[src/bert_pkg.sv]
// bert_pkg: constants, types and generator functions of the bit error rate tester
// How it works
// - prbs polynomial, length, tap, seed programmable
// - repetitive pattern length and value programmable
// - 24-bit error and 32-bit bit counters
// - error insertion: single, pin edge, rate
// - lock holds despite sparse random errors
// - pattern load ignored while tester disabled
// - pattern load acts on rising edge only
// - 2047 pattern control 080a, seeds ffff
// - alternating pattern control 0021, seed fffe
// - error flag set when error count nonzero
// - out of lock flag while unsynchronised
// - monitor update copies counts, restarts counters
// - stream feeds tester and processor fifo
// - only payload bits are compared
// - 32-bit generator shifting toward bit 32
// - feedback from taps, output equals feedback except for the quasi random fill
// - quasi random taps 17, 20, ones fill
// - all-zero lower 31 bits force feedback one, except in repetitive mode
// - pattern type selects synchronisation procedure
// - load 32 bits then 32 clean matches
// - six errors per window start resync, disableable
// - repetitive hunt slips, then 32 matches
// - counts advance only while locked
// - new load presets generator with seed
package bert_pkg;
    // ************************************************************
    // field layout of the pattern control word
    // ************************************************************
    localparam int PCR_LEN_LSB = 0;
    localparam int PCR_PTS_BIT = 5;
    localparam int PCR_QUASI_RANDOM_MODE_BIT = 6;
    localparam int PCR_TAP_LSB = 8;
    localparam int FIELD_W = 5;
    localparam logic [15:0] PCR_PRBS_2047 = 16'h080a;
    localparam logic [15:0] PCR_ALTERNATE = 16'h0021;
    localparam logic [15:0] SEED_ALL_ONES = 16'hffff;
    localparam logic [15:0] SEED_ALT_LOW = 16'hfffe;

    // ************************************************************
    // generator and synchroniser figures
    // ************************************************************
    localparam int GEN_W = 32;
    localparam int BIT_CNT_W = 32;
    localparam int ERR_CNT_W = 24;
    localparam int QUASI_RANDOM_MODE_TAP_A = 17;
    localparam int QUASI_RANDOM_MODE_TAP_B = 20;
    localparam int QUASI_RANDOM_MODE_ZERO_RUN = 14;
    localparam int ALLZERO_BITS = 31;
    localparam int SYNC_BITS = 32;
    localparam int WIN_BITS = 64;
    localparam int WIN_ERR_LIMIT = 6;
    localparam int RATE_MAX = 7;

    typedef enum logic [1:0] {
        BERT_ST_LOAD = 2'b00,
        BERT_ST_CHECK = 2'b01,
        BERT_ST_SYNC = 2'b11,
        BERT_ST_HUNT = 2'b10
    } bert_sync_t;

    typedef struct packed {
        logic [GEN_W-1:0] tx_gen;
        logic tx_bit;
        logic tx_load_q;
        logic sw_err_q;
        logic man_err_q;
        logic err_pend;
        logic [ERR_CNT_W-1:0] rate_cnt;
        logic [GEN_W-1:0] rx_gen;
        bert_sync_t rx_st;
        logic [4:0] rx_cnt;
        logic [5:0] win_cnt;
        logic [2:0] win_err;
        logic rx_load_q;
        logic pmu_q;
        logic [BIT_CNT_W-1:0] bit_run;
        logic [ERR_CNT_W-1:0] err_run;
        logic [BIT_CNT_W-1:0] bit_reg;
        logic [ERR_CNT_W-1:0] err_reg;
        logic err_flag;
        logic oos_flag;
        logic [6:0] shreg;
        logic [2:0] shcnt;
    } bert_state_t;

    // nothing is locked out of reset, so the out of lock flag starts high
    localparam bert_state_t BERT_STATE_RST = '{rx_st: BERT_ST_LOAD, oos_flag: 1'b1, default: '0};

    // feedback value; bit k of the text is index k-1
    function automatic logic gen_fb(input logic [GEN_W-1:0] g, input logic [15:0] pcr);
        logic [4:0] n;
        logic [4:0] y;
        logic fb;
        n = pcr[PCR_LEN_LSB +: FIELD_W];
        y = pcr[PCR_TAP_LSB +: FIELD_W];
        if (pcr[PCR_QUASI_RANDOM_MODE_BIT]) begin
            fb = g[QUASI_RANDOM_MODE_TAP_A-1] ^ g[QUASI_RANDOM_MODE_TAP_B-1];
        end else if (pcr[PCR_PTS_BIT]) begin
            fb = g[n];
        end else begin
            fb = g[n] ^ g[y];
        end
        if (!pcr[PCR_PTS_BIT] && (g[ALLZERO_BITS-1:0] == '0)) begin
            fb = 1'b1;
        end
        return fb;
    endfunction

    // pattern bit; quasi random fills long zero runs with a one
    function automatic logic gen_out(input logic [GEN_W-1:0] g, input logic [15:0] pcr);
        return gen_fb(g, pcr) | (pcr[PCR_QUASI_RANDOM_MODE_BIT] & (g[QUASI_RANDOM_MODE_ZERO_RUN-1:0] == '0));
    endfunction

    // bits between inserted errors; zero means off
    function automatic logic [ERR_CNT_W-1:0] rate_period(input logic [2:0] n);
        logic [ERR_CNT_W-1:0] p;
        unique case (n)
            3'h1: p = 24'h00000a;
            3'h2: p = 24'h000064;
            3'h3: p = 24'h0003e8;
            3'h4: p = 24'h002710;
            3'h5: p = 24'h0186a0;
            3'h6: p = 24'h0f4240;
            3'h7: p = 24'h989680;
            default: p = 24'h000000;
        endcase
        return p;
    endfunction
endpackage

[src/bert_top.sv]
// bert_top: pattern generator, receive synchroniser, counters and processor fifo
`timescale 1ns/100ps

// ************************************************************
// small synchronous fifo
// ************************************************************
module bert_fifo #(
    parameter int WIDTH = 8,
    parameter int DEPTH = 8
) (
    input wire logic clk_i,              // clock
    input wire logic rst_n_i,            // async reset, low
    input wire logic flush_i,            // drop all contents
    input wire logic in_valid_i,         // write request
    input wire logic [WIDTH-1:0] in_data_i, // write data
    output logic in_ready_o,             // space left
    output logic out_valid_o,            // data available
    output logic [WIDTH-1:0] out_data_o, // head word
    input wire logic out_ready_i         // reader takes head
);
    localparam int AW = $clog2(DEPTH);
    typedef struct packed {
        logic [DEPTH-1:0][WIDTH-1:0] mem;
        logic [AW-1:0] wr;
        logic [AW-1:0] rd;
        logic [AW:0] cnt;
    } bert_fifo_state_t;

    bert_fifo_state_t q;
    bert_fifo_state_t d;
    logic push;
    logic pop;

    if ((DEPTH < 2) || ((1 << AW) != DEPTH) || (WIDTH < 1)) begin : g_chk
        $error("fifo depth must be a power of two of at least 2");
    end

    // full and empty straight from the occupancy count
    assign in_ready_o = (q.cnt != (AW+1)'(DEPTH));
    assign out_valid_o = (q.cnt != '0);
    assign out_data_o = q.mem[q.rd];
    assign push = in_valid_i & in_ready_o;
    assign pop = out_valid_o & out_ready_i;

    // pointer and count update
    always_comb begin
        d = q;
        if (flush_i) begin
            d.wr = '0;
            d.rd = '0;
            d.cnt = '0;
        end else begin
            if (push) begin
                d.mem[q.wr] = in_data_i;
                d.wr = q.wr + 1'b1;
            end
            if (pop) begin
                d.rd = q.rd + 1'b1;
            end
            d.cnt = q.cnt + {{AW{1'b0}}, push} - {{AW{1'b0}}, pop};
        end
    end

    always_ff @(posedge clk_i or negedge rst_n_i) begin
        if (!rst_n_i) begin
            q <= '0;
        end else begin
            q <= d;
        end
    end
endmodule

// ************************************************************
// tester top
// ************************************************************
module bert_top #(
    parameter int FIFO_WIDTH = 8,
    parameter int FIFO_DEPTH = 8
) (
    input wire logic MCLK_I,                   // datapath clock, 40 MHz
    input wire logic RST_N_I,                  // async reset, low
    input wire logic TESTER_ENABLE_I,          // tester enable
    input wire logic [15:0] PATTERN_CTRL_I,    // length, type, quasi, tap
    input wire logic [15:0] SEED_LOW_I,        // seed bits 16..1
    input wire logic [15:0] SEED_HIGH_I,       // seed bits 32..17
    input wire logic TX_NEW_PATTERN_LOAD_I,    // tx load, rising edge
    input wire logic RX_NEW_PATTERN_LOAD_I,    // rx load, rising edge
    input wire logic TX_PATTERN_INVERT_I,      // invert tx pattern
    input wire logic RX_PATTERN_INVERT_I,      // invert rx compare
    input wire logic AUTO_RESYNC_DIS_I,        // stop automatic resync
    input wire logic [2:0] ERROR_RATE_I,       // 0 off, n: one per 10^n
    input wire logic ERROR_SRC_PIN_I,          // 1: pin, 0: software bit
    input wire logic SINGLE_ERROR_I,           // software single error, rising
    input wire logic MANUAL_ERROR_INPUT_I,     // manual error pin, rising
    input wire logic LOCAL_MONITOR_UPDATE_I,   // counter update, rising
    input wire logic RX_FIFO_RESET_I,          // hold processor fifo in reset
    input wire logic TX_SLOT_I,                // framer wants a payload bit
    output logic TX_DATA_O,                    // pattern bit, valid after slot
    input wire logic RX_VALID_I,               // incoming bit present
    input wire logic RX_DATA_I,                // incoming bit
    input wire logic RX_PAYLOAD_I,             // bit is payload, not overhead
    output logic RX_READY_O,                   // incoming bit accepted
    output logic CP_VALID_O,                   // processor byte valid
    output logic [FIFO_WIDTH-1:0] CP_DATA_O,   // processor byte, first bit msb
    input wire logic CP_READY_I,               // processor takes byte
    output logic ERROR_PRESENT_FLAG_O,         // error counter nonzero
    output logic OUT_OF_LOCK_FLAG_O,           // receive not synchronised
    output logic [31:0] BIT_COUNT_O,           // latched bit count
    output logic [23:0] ERROR_COUNT_O          // latched error count
);
    localparam logic [4:0] CNT_LAST = 5'(bert_pkg::SYNC_BITS - 1);
    localparam logic [5:0] WIN_LAST = 6'(bert_pkg::WIN_BITS - 1);
    localparam logic [2:0] WIN_LIM = 3'(bert_pkg::WIN_ERR_LIMIT);

    if (FIFO_WIDTH != 8) begin : g_chk
        $error("byte packer serves a fifo width of 8 only");
    end

    bert_pkg::bert_state_t q;
    bert_pkg::bert_state_t d;
    logic [31:0] seed;
    logic rep_mode;
    logic tx_load_rise;
    logic rx_load_rise;
    logic pmu_rise;
    logic err_edge;
    logic tx_take;
    logic rate_hit;
    logic [23:0] rate_lim;
    logic rx_take;
    logic rx_bit;
    logic rx_din;
    logic rx_exp;
    logic rx_fb;
    logic rx_miss;
    logic [2:0] win_err_n;
    logic count_bit;
    logic count_err;
    logic fifo_in_ready;
    logic fifo_push;
    logic [FIFO_WIDTH-1:0] fifo_data;
    bert_pkg::bert_sync_t hunt_st;

    assign seed = {SEED_HIGH_I, SEED_LOW_I};
    assign rep_mode = PATTERN_CTRL_I[bert_pkg::PCR_PTS_BIT];
    assign hunt_st = rep_mode ? bert_pkg::BERT_ST_HUNT : bert_pkg::BERT_ST_LOAD;
    assign tx_load_rise = TX_NEW_PATTERN_LOAD_I & ~q.tx_load_q;
    assign rx_load_rise = RX_NEW_PATTERN_LOAD_I & ~q.rx_load_q;
    assign pmu_rise = LOCAL_MONITOR_UPDATE_I & ~q.pmu_q;
    assign err_edge = ERROR_SRC_PIN_I ? (MANUAL_ERROR_INPUT_I & ~q.man_err_q) :
                                        (SINGLE_ERROR_I & ~q.sw_err_q);
    assign rate_lim = bert_pkg::rate_period(ERROR_RATE_I);
    assign rate_hit = (rate_lim != '0) && (q.rate_cnt == rate_lim - 24'h000001);
    assign tx_take = TESTER_ENABLE_I & ~tx_load_rise & TX_SLOT_I;

    // stream shared by tester and fifo; fifo reset frees the stream
    assign RX_READY_O = fifo_in_ready | RX_FIFO_RESET_I;
    assign rx_take = RX_VALID_I & RX_READY_O;
    // overhead and stuff bits never reach the comparator
    assign rx_bit = rx_take & RX_PAYLOAD_I;
    assign rx_din = RX_DATA_I ^ RX_PATTERN_INVERT_I;
    assign rx_fb = bert_pkg::gen_fb(q.rx_gen, PATTERN_CTRL_I);
    assign rx_exp = bert_pkg::gen_out(q.rx_gen, PATTERN_CTRL_I);
    assign rx_miss = rx_bit & (rx_din != rx_exp);
    assign win_err_n = (q.win_err == WIN_LIM) ? WIN_LIM : q.win_err + {2'b00, rx_miss};
    assign fifo_push = rx_take & RX_PAYLOAD_I & (q.shcnt == 3'h7) & ~RX_FIFO_RESET_I;
    assign fifo_data = {q.shreg, RX_DATA_I};

    // ************************************************************
    // next state
    // ************************************************************
    always_comb begin
        d = q;
        count_bit = 1'b0;
        count_err = 1'b0;
        d.tx_load_q = TX_NEW_PATTERN_LOAD_I;
        d.rx_load_q = RX_NEW_PATTERN_LOAD_I;
        d.sw_err_q = SINGLE_ERROR_I;
        d.man_err_q = MANUAL_ERROR_INPUT_I;
        d.pmu_q = LOCAL_MONITOR_UPDATE_I;

        // transmit generator; a disabled tester sends zeros and holds its state
        if (!TESTER_ENABLE_I) begin
            d.tx_bit = 1'b0;
        end else if (tx_load_rise) begin
            d.tx_gen = seed;
            d.rate_cnt = '0;
        end else if (TX_SLOT_I) begin
            // pending single or rate error flips one bit
            d.tx_bit = bert_pkg::gen_out(q.tx_gen, PATTERN_CTRL_I) ^
                       (q.err_pend | rate_hit) ^ TX_PATTERN_INVERT_I;
            d.tx_gen = {q.tx_gen[30:0], bert_pkg::gen_fb(q.tx_gen, PATTERN_CTRL_I)};
            d.rate_cnt = (rate_hit || (rate_lim == '0)) ? '0 : q.rate_cnt + 24'h000001;
        end
        // a new request in the consuming cycle is kept for the next slot
        d.err_pend = (q.err_pend & ~tx_take) | err_edge;

        // receive synchroniser
        if (!TESTER_ENABLE_I) begin
            d.rx_st = bert_pkg::BERT_ST_LOAD;
            d.rx_cnt = '0;
        end else if (rx_load_rise) begin
            d.rx_gen = seed;
            d.rx_st = hunt_st;
            d.rx_cnt = '0;
        end else if (rx_bit) begin
            unique case (q.rx_st)
                bert_pkg::BERT_ST_LOAD: begin
                    d.rx_gen = {q.rx_gen[30:0], rx_din};
                    d.rx_cnt = q.rx_cnt + 5'h01;
                    if (q.rx_cnt == CNT_LAST) begin
                        d.rx_st = bert_pkg::BERT_ST_CHECK;
                    end
                end
                bert_pkg::BERT_ST_CHECK: begin
                    d.rx_gen = {q.rx_gen[30:0], rx_fb};
                    d.rx_cnt = rx_miss ? 5'h00 : q.rx_cnt + 5'h01;
                    if (rx_miss) begin
                        d.rx_st = bert_pkg::BERT_ST_LOAD;
                    end else if (q.rx_cnt == CNT_LAST) begin
                        d.rx_st = bert_pkg::BERT_ST_SYNC;
                    end
                end
                bert_pkg::BERT_ST_HUNT: begin
                    // holding the generator slips one bit position
                    d.rx_cnt = rx_miss ? 5'h00 : q.rx_cnt + 5'h01;
                    if (!rx_miss) begin
                        d.rx_gen = {q.rx_gen[30:0], rx_fb};
                    end
                    if (!rx_miss && (q.rx_cnt == CNT_LAST)) begin
                        d.rx_st = bert_pkg::BERT_ST_SYNC;
                    end
                end
                bert_pkg::BERT_ST_SYNC: begin
                    // free running; isolated errors never break lock
                    d.rx_gen = {q.rx_gen[30:0], rx_fb};
                    count_bit = 1'b1;
                    count_err = rx_miss;
                    d.win_cnt = q.win_cnt + 6'h01;
                    d.win_err = (q.win_cnt == WIN_LAST) ? 3'h0 : win_err_n;
                    // six misses in window force resync
                    if ((win_err_n == WIN_LIM) && !AUTO_RESYNC_DIS_I) begin
                        d.rx_st = hunt_st;
                        d.rx_cnt = '0;
                    end
                end
            endcase
        end
        if (d.rx_st != bert_pkg::BERT_ST_SYNC) begin
            d.win_cnt = '0;
            d.win_err = '0;
        end

        // update latches counts; this cycle's event starts the new run
        if (pmu_rise) begin
            d.bit_reg = q.bit_run;
            d.err_reg = q.err_run;
            d.bit_run = {31'h00000000, count_bit};
            d.err_run = {23'h000000, count_err};
        end else begin
            if (count_bit && (q.bit_run != '1)) begin
                d.bit_run = q.bit_run + 32'h00000001;
            end
            if (count_err && (q.err_run != '1)) begin
                d.err_run = q.err_run + 24'h000001;
            end
        end
        d.err_flag = (d.err_run != '0);
        d.oos_flag = (d.rx_st != bert_pkg::BERT_ST_SYNC);

        // byte packing for the processor, first bit ends up in the msb
        if (RX_FIFO_RESET_I) begin
            d.shcnt = '0;
        end else if (rx_take && RX_PAYLOAD_I) begin
            d.shreg = {q.shreg[5:0], RX_DATA_I};
            d.shcnt = q.shcnt + 3'h1;
        end
    end

    always_ff @(posedge MCLK_I or negedge RST_N_I) begin
        if (!RST_N_I) begin
            q <= bert_pkg::BERT_STATE_RST;
        end else begin
            q <= d;
        end
    end

    // processor path buffer; its full flag stalls the whole receive stream
    bert_fifo #(
        .WIDTH(FIFO_WIDTH),
        .DEPTH(FIFO_DEPTH)
    ) u_fifo (
        .clk_i(MCLK_I),
        .rst_n_i(RST_N_I),
        .flush_i(RX_FIFO_RESET_I),
        .in_valid_i(fifo_push),
        .in_data_i(fifo_data),
        .in_ready_o(fifo_in_ready),
        .out_valid_o(CP_VALID_O),
        .out_data_o(CP_DATA_O),
        .out_ready_i(CP_READY_I)
    );

    assign TX_DATA_O = q.tx_bit;
    assign ERROR_PRESENT_FLAG_O = q.err_flag;
    assign OUT_OF_LOCK_FLAG_O = q.oos_flag;
    assign BIT_COUNT_O = q.bit_reg;
    assign ERROR_COUNT_O = q.err_reg;
endmodule

[config.mk]
export PLATFORM = sky130hd
export DESIGN_NAME = bert_top
export DESIGN_NICKNAME = d
export VERILOG_FILES = /design/src/bert_pkg.sv /design/src/bert_top.sv
export SDC_FILE = /design/constraint.sdc
export NUM_CORES = 1
export LEC_CHECK = 0
export BUFFER_PORTS_ARGS = -buffer_cell sky130_fd_sc_hd__buf_2
export CAP_MARGIN = 10
export CELL_PAD_IN_SITES_DETAIL_PLACEMENT = 1
export CELL_PAD_IN_SITES_GLOBAL_PLACEMENT = 1
export CORE_ASPECT_RATIO = 1.1
export CORE_MARGIN = 5
export CORE_UTILIZATION = 35
export CTS_CLUSTER_SIZE = 10
export DETAILED_ROUTE_END_ITERATION = 16
export PLACE_DENSITY = 0.66
export SLEW_MARGIN = 15
export SYNTH_ARGS = -nofsm -noshare
export SYNTH_HDL_FRONTEND = slang
export SYNTH_SLANG_ARGS = --single-unit
[constraint.sdc]
create_clock -name MCLK_I -period 5.6 [get_ports MCLK_I]
set_clock_uncertainty 0.05 [all_clocks]
set_input_delay 1.68 -clock MCLK_I [delete_from_list [all_inputs] [get_ports MCLK_I]]
set_output_delay 1.68 -clock MCLK_I [all_outputs]
set_load 0.05 [all_outputs]
==> run metrics <==
DRT Pass-1 Iters 5; fin. max-slew vios 0; post-synthesis sequential area ratio 0.457; Initial Util 0.354; Area growth, synth to finish 13.0%; Final Hold Vio Count 0; root buffer cell clkbuf_16; H-tree Lvls 2; post-synth top area cell dfrtp_1; Mapped Area 16900 sq um; Sw Ratio 0.292; worst slew pin tran 867 ps; DRT antenna net count 0; Core Area 47800 sq um; Crit path arrival time 5550 ps; GPL Wtd Cong 0.813; launch point of the worst hold path ERROR_COUNT_O[21]$_DFFE_PN0P_; max cap viols 0; internal power 4.14 mW; hold path cells 2; drt first-iter violations 972; critical path peak fanout 10; CTS Buf Count 39; # resized after CTS 0; clk_lat worst skew 570 ps; Seq pwr share 0.444; Net Sw Power 1.70 mW; asr flop ratio synth 1.00; final instance count without filler cells 2463; io pins 138; final setup violating endpoints 0; Yosys cell types 72; fin nets 1889; unrepaired setup endpoints after global routing no; final period utilization 0.922; Crit Path Class primary input to register; routed vias/inst 5.32; dpl cells 2403; required time of the worst setup path 5980 ps; Worst Setup End Kind register; Final Hold Slack 414 ps; Place WS -148 ps; layout cells sized above 1 0.201; Mapped Cells 1746; r2r startpoint q[167]$_DFFE_PN0P_; reg2reg end q[129]$_DFFE_PN0P_; fin area 19100 sq um; first-pass GRT wire length 76500 um; total setup buffers inserted after CTS 0; hold endpoint ERROR_COUNT_O[21]$_DFFE_PN0P_; Combinational Power Share 0.152; Clk network pwr share 0.404; Clock Sinks 309; top-area cell type share of the netlist area 0.456; largest net degree at the start of global routing 101; P_leak 8.96 nW; Worst Hold Class register to register; placed cell area 18000 sq um; top cells by area, synth dfrtp_1, nand2_1, mux4_2; # hold bufs at CTS 0; Max IR drop VDD 0.171 mV; commonest non-fill, non-tap cell in the layout nand2_1; WL/cell 18.8 um; total grt overflow 0; Final Util 0.400; Die Y 241 um; R2R depth 18; Die X-Extent 220 um; vias in the first global route 13800; min cycle time layout 5160 ps; most frequent cells in the layout nand2_1, dfrtp_1, o21ai_0; DPL Wire Length 32500 um; die area 52800 sq um; Slew headroom 0.422; IO buf count 133; Via Count 13100; row count 84; number of synthesized flops with an enable pin 0; CTS clock-pin slew for the worst setup and hold paths 50 ps; cell area power density 305 nW/um^2; mean post-synth cell area 9.69 sq um; reg2reg setup slack 1370 ps; final worst setup slack 437 ps; CTS tree built; deepest clock path buffer count 3; Most used DFF post-synth dfrtp_1; initial antenna violation count 1; Seq cells post-synth 309; status completed; Tot GR Track Use 0.178; final WL 46300 um; Synth Warn # 0; post-synth net total 1836; DR DRC count 0; CP Launch Type primary input; Peak Freq 194 MHz
==> worst max path at each step <==
stage / startpoint / endpoint / slack (ps)
detailed placement: PATTERN_CTRL_I[9] / q[129]$_DFFE_PN0P_ / -150
global route: PATTERN_CTRL_I[9] / q[130]$_DFFE_PN0P_ / 130
floorplan: PATTERN_CTRL_I[9] / q[126]$_DFFE_PN0P_ / 2
global placement: PATTERN_CTRL_I[9] / q[127]$_DFFE_PN0P_ / -2
finish: PATTERN_CTRL_I[9] / q[129]$_DFFE_PN0P_ / 440
CTS: PATTERN_CTRL_I[9] / q[129]$_DFFE_PN0P_ / 430
==> worst max-delay path: stages <==
cell and delay [ps]:
buf_2 210, mux4_2 530, mux4_2 480, o211ai_2 210
nand3_2 120, and3_4 170, or2_1 220, nor2_1 120
ha_1 190, ha_1 210, xnor2_1 80, or3_1 330
a21oi_1 230, o21ai_1 140, a21oi_1 140, o21a_1 150
or3_1 110, buf_4 160, nor2_1 60
==> cells by family after synthesis <==
logic type / synth area share
AOI/OAI and AO/OA: 0.0934
xor gates and xnor gates: 0.0357
adders and majority gates: 0.0166
buffers and inverters: 0.0557
DFF: 0.457
muxes: 0.150
and+or+nand+nor: 0.192
==> power by group through the flow <==
| stage | registers (mW) | logic, mW | clock network (mW) |
|---|---|---|---|
| after CTS | 2.59 | 0.904 | 2.45 |
| after global placement | 2.62 | 0.868 | 0 |
| after floorplan | 2.50 | 0.687 | 0 |
| final | 2.59 | 0.888 | 2.36 |
| after detailed placement | 2.63 | 0.899 | 0 |
| after global routing | 2.62 | 0.997 | 2.54 |
==> layer usage <==
layer / track usage / wire [um] / vias to the layer above
met5: 0 / 0 / -
met3: 0.0304 / 1960 / 63
li1: - / - / 6167
met2: 0.292 / 22100 / 220
met4: 0.0441 / 943 / 0
met1: 0.247 / 21400 / 6647
==> stage by stage <==
| step | setup TNS, ps | power, mW |
|---|---|---|
| 2_1_floorplan | 0 | 3.19 |
| 3_3_place_gp | -1.57 | 3.49 |
| 3_5_place_dp | -1330 | 3.53 |
| 4_1_cts | 0 | 5.94 |
| 5_1_grt | 0 | 6.15 |
| 6_report | 0 | 5.84 |
==> synthesized netlist by cell type (3+ instances only) <==
| master | n |
|---|---|
| a22oi_1 | 3 |
| mux4_2 | 45 |
| mux2i_1 | 62 |
| nand3_1 | 56 |
| nor3b_1 | 6 |
| and3_1 | 61 |
| nor2_1 | 109 |
| clkbuf_1 | 82 |
| dfrtp_1 | 308 |
| a21o_1 | 7 |
| buf_4 | 57 |
| ha_1 | 20 |
| inv_1 | 26 |
| a311oi_1 | 3 |
| buf_1 | 14 |
| buf_2 | 8 |
| and4_1 | 5 |
| o221ai_1 | 3 |
| nor3_1 | 23 |
| nor2b_1 | 10 |
| o41ai_1 | 3 |
| or4_1 | 6 |
| and2_1 | 8 |
| xor2_1 | 37 |
| nand2b_1 | 20 |
| xnor2_1 | 32 |
| nand4_1 | 15 |
| o31ai_1 | 8 |
| a21oi_1 | 72 |
| nand2_1 | 319 |
| nand3b_1 | 5 |
| o21ai_0 | 141 |
| a31oi_1 | 9 |
| mux2_2 | 80 |
| or3_1 | 20 |
| nor4_1 | 20 |
==> area by class of cell <==
type | count | area [sq um]
fillers | 5450 | 28700
multi-input cells | 1248 | 8280
flip-flops and latches | 309 | 7730
repair buffers | 175 | 1040
clock buffers | 50 | 1030
well taps | 645 | 807
clock inverters | 9 | 135
inverters | 26 | 97.6
diodes | 1 | 2.50
==> state kept, by name (all words and copies together) (netlist names) <==
signal and count:
OUT_OF_LOCK_FLAG_O 1, fifo_data 7, u_fifo.q 74, BIT_COUNT_O 32
TX_DATA_O 1, ERROR_PRESENT_FLAG_O 1, q 169, ERROR_COUNT_O 24
Note: power is estimated with default switching activity, not from simulation.
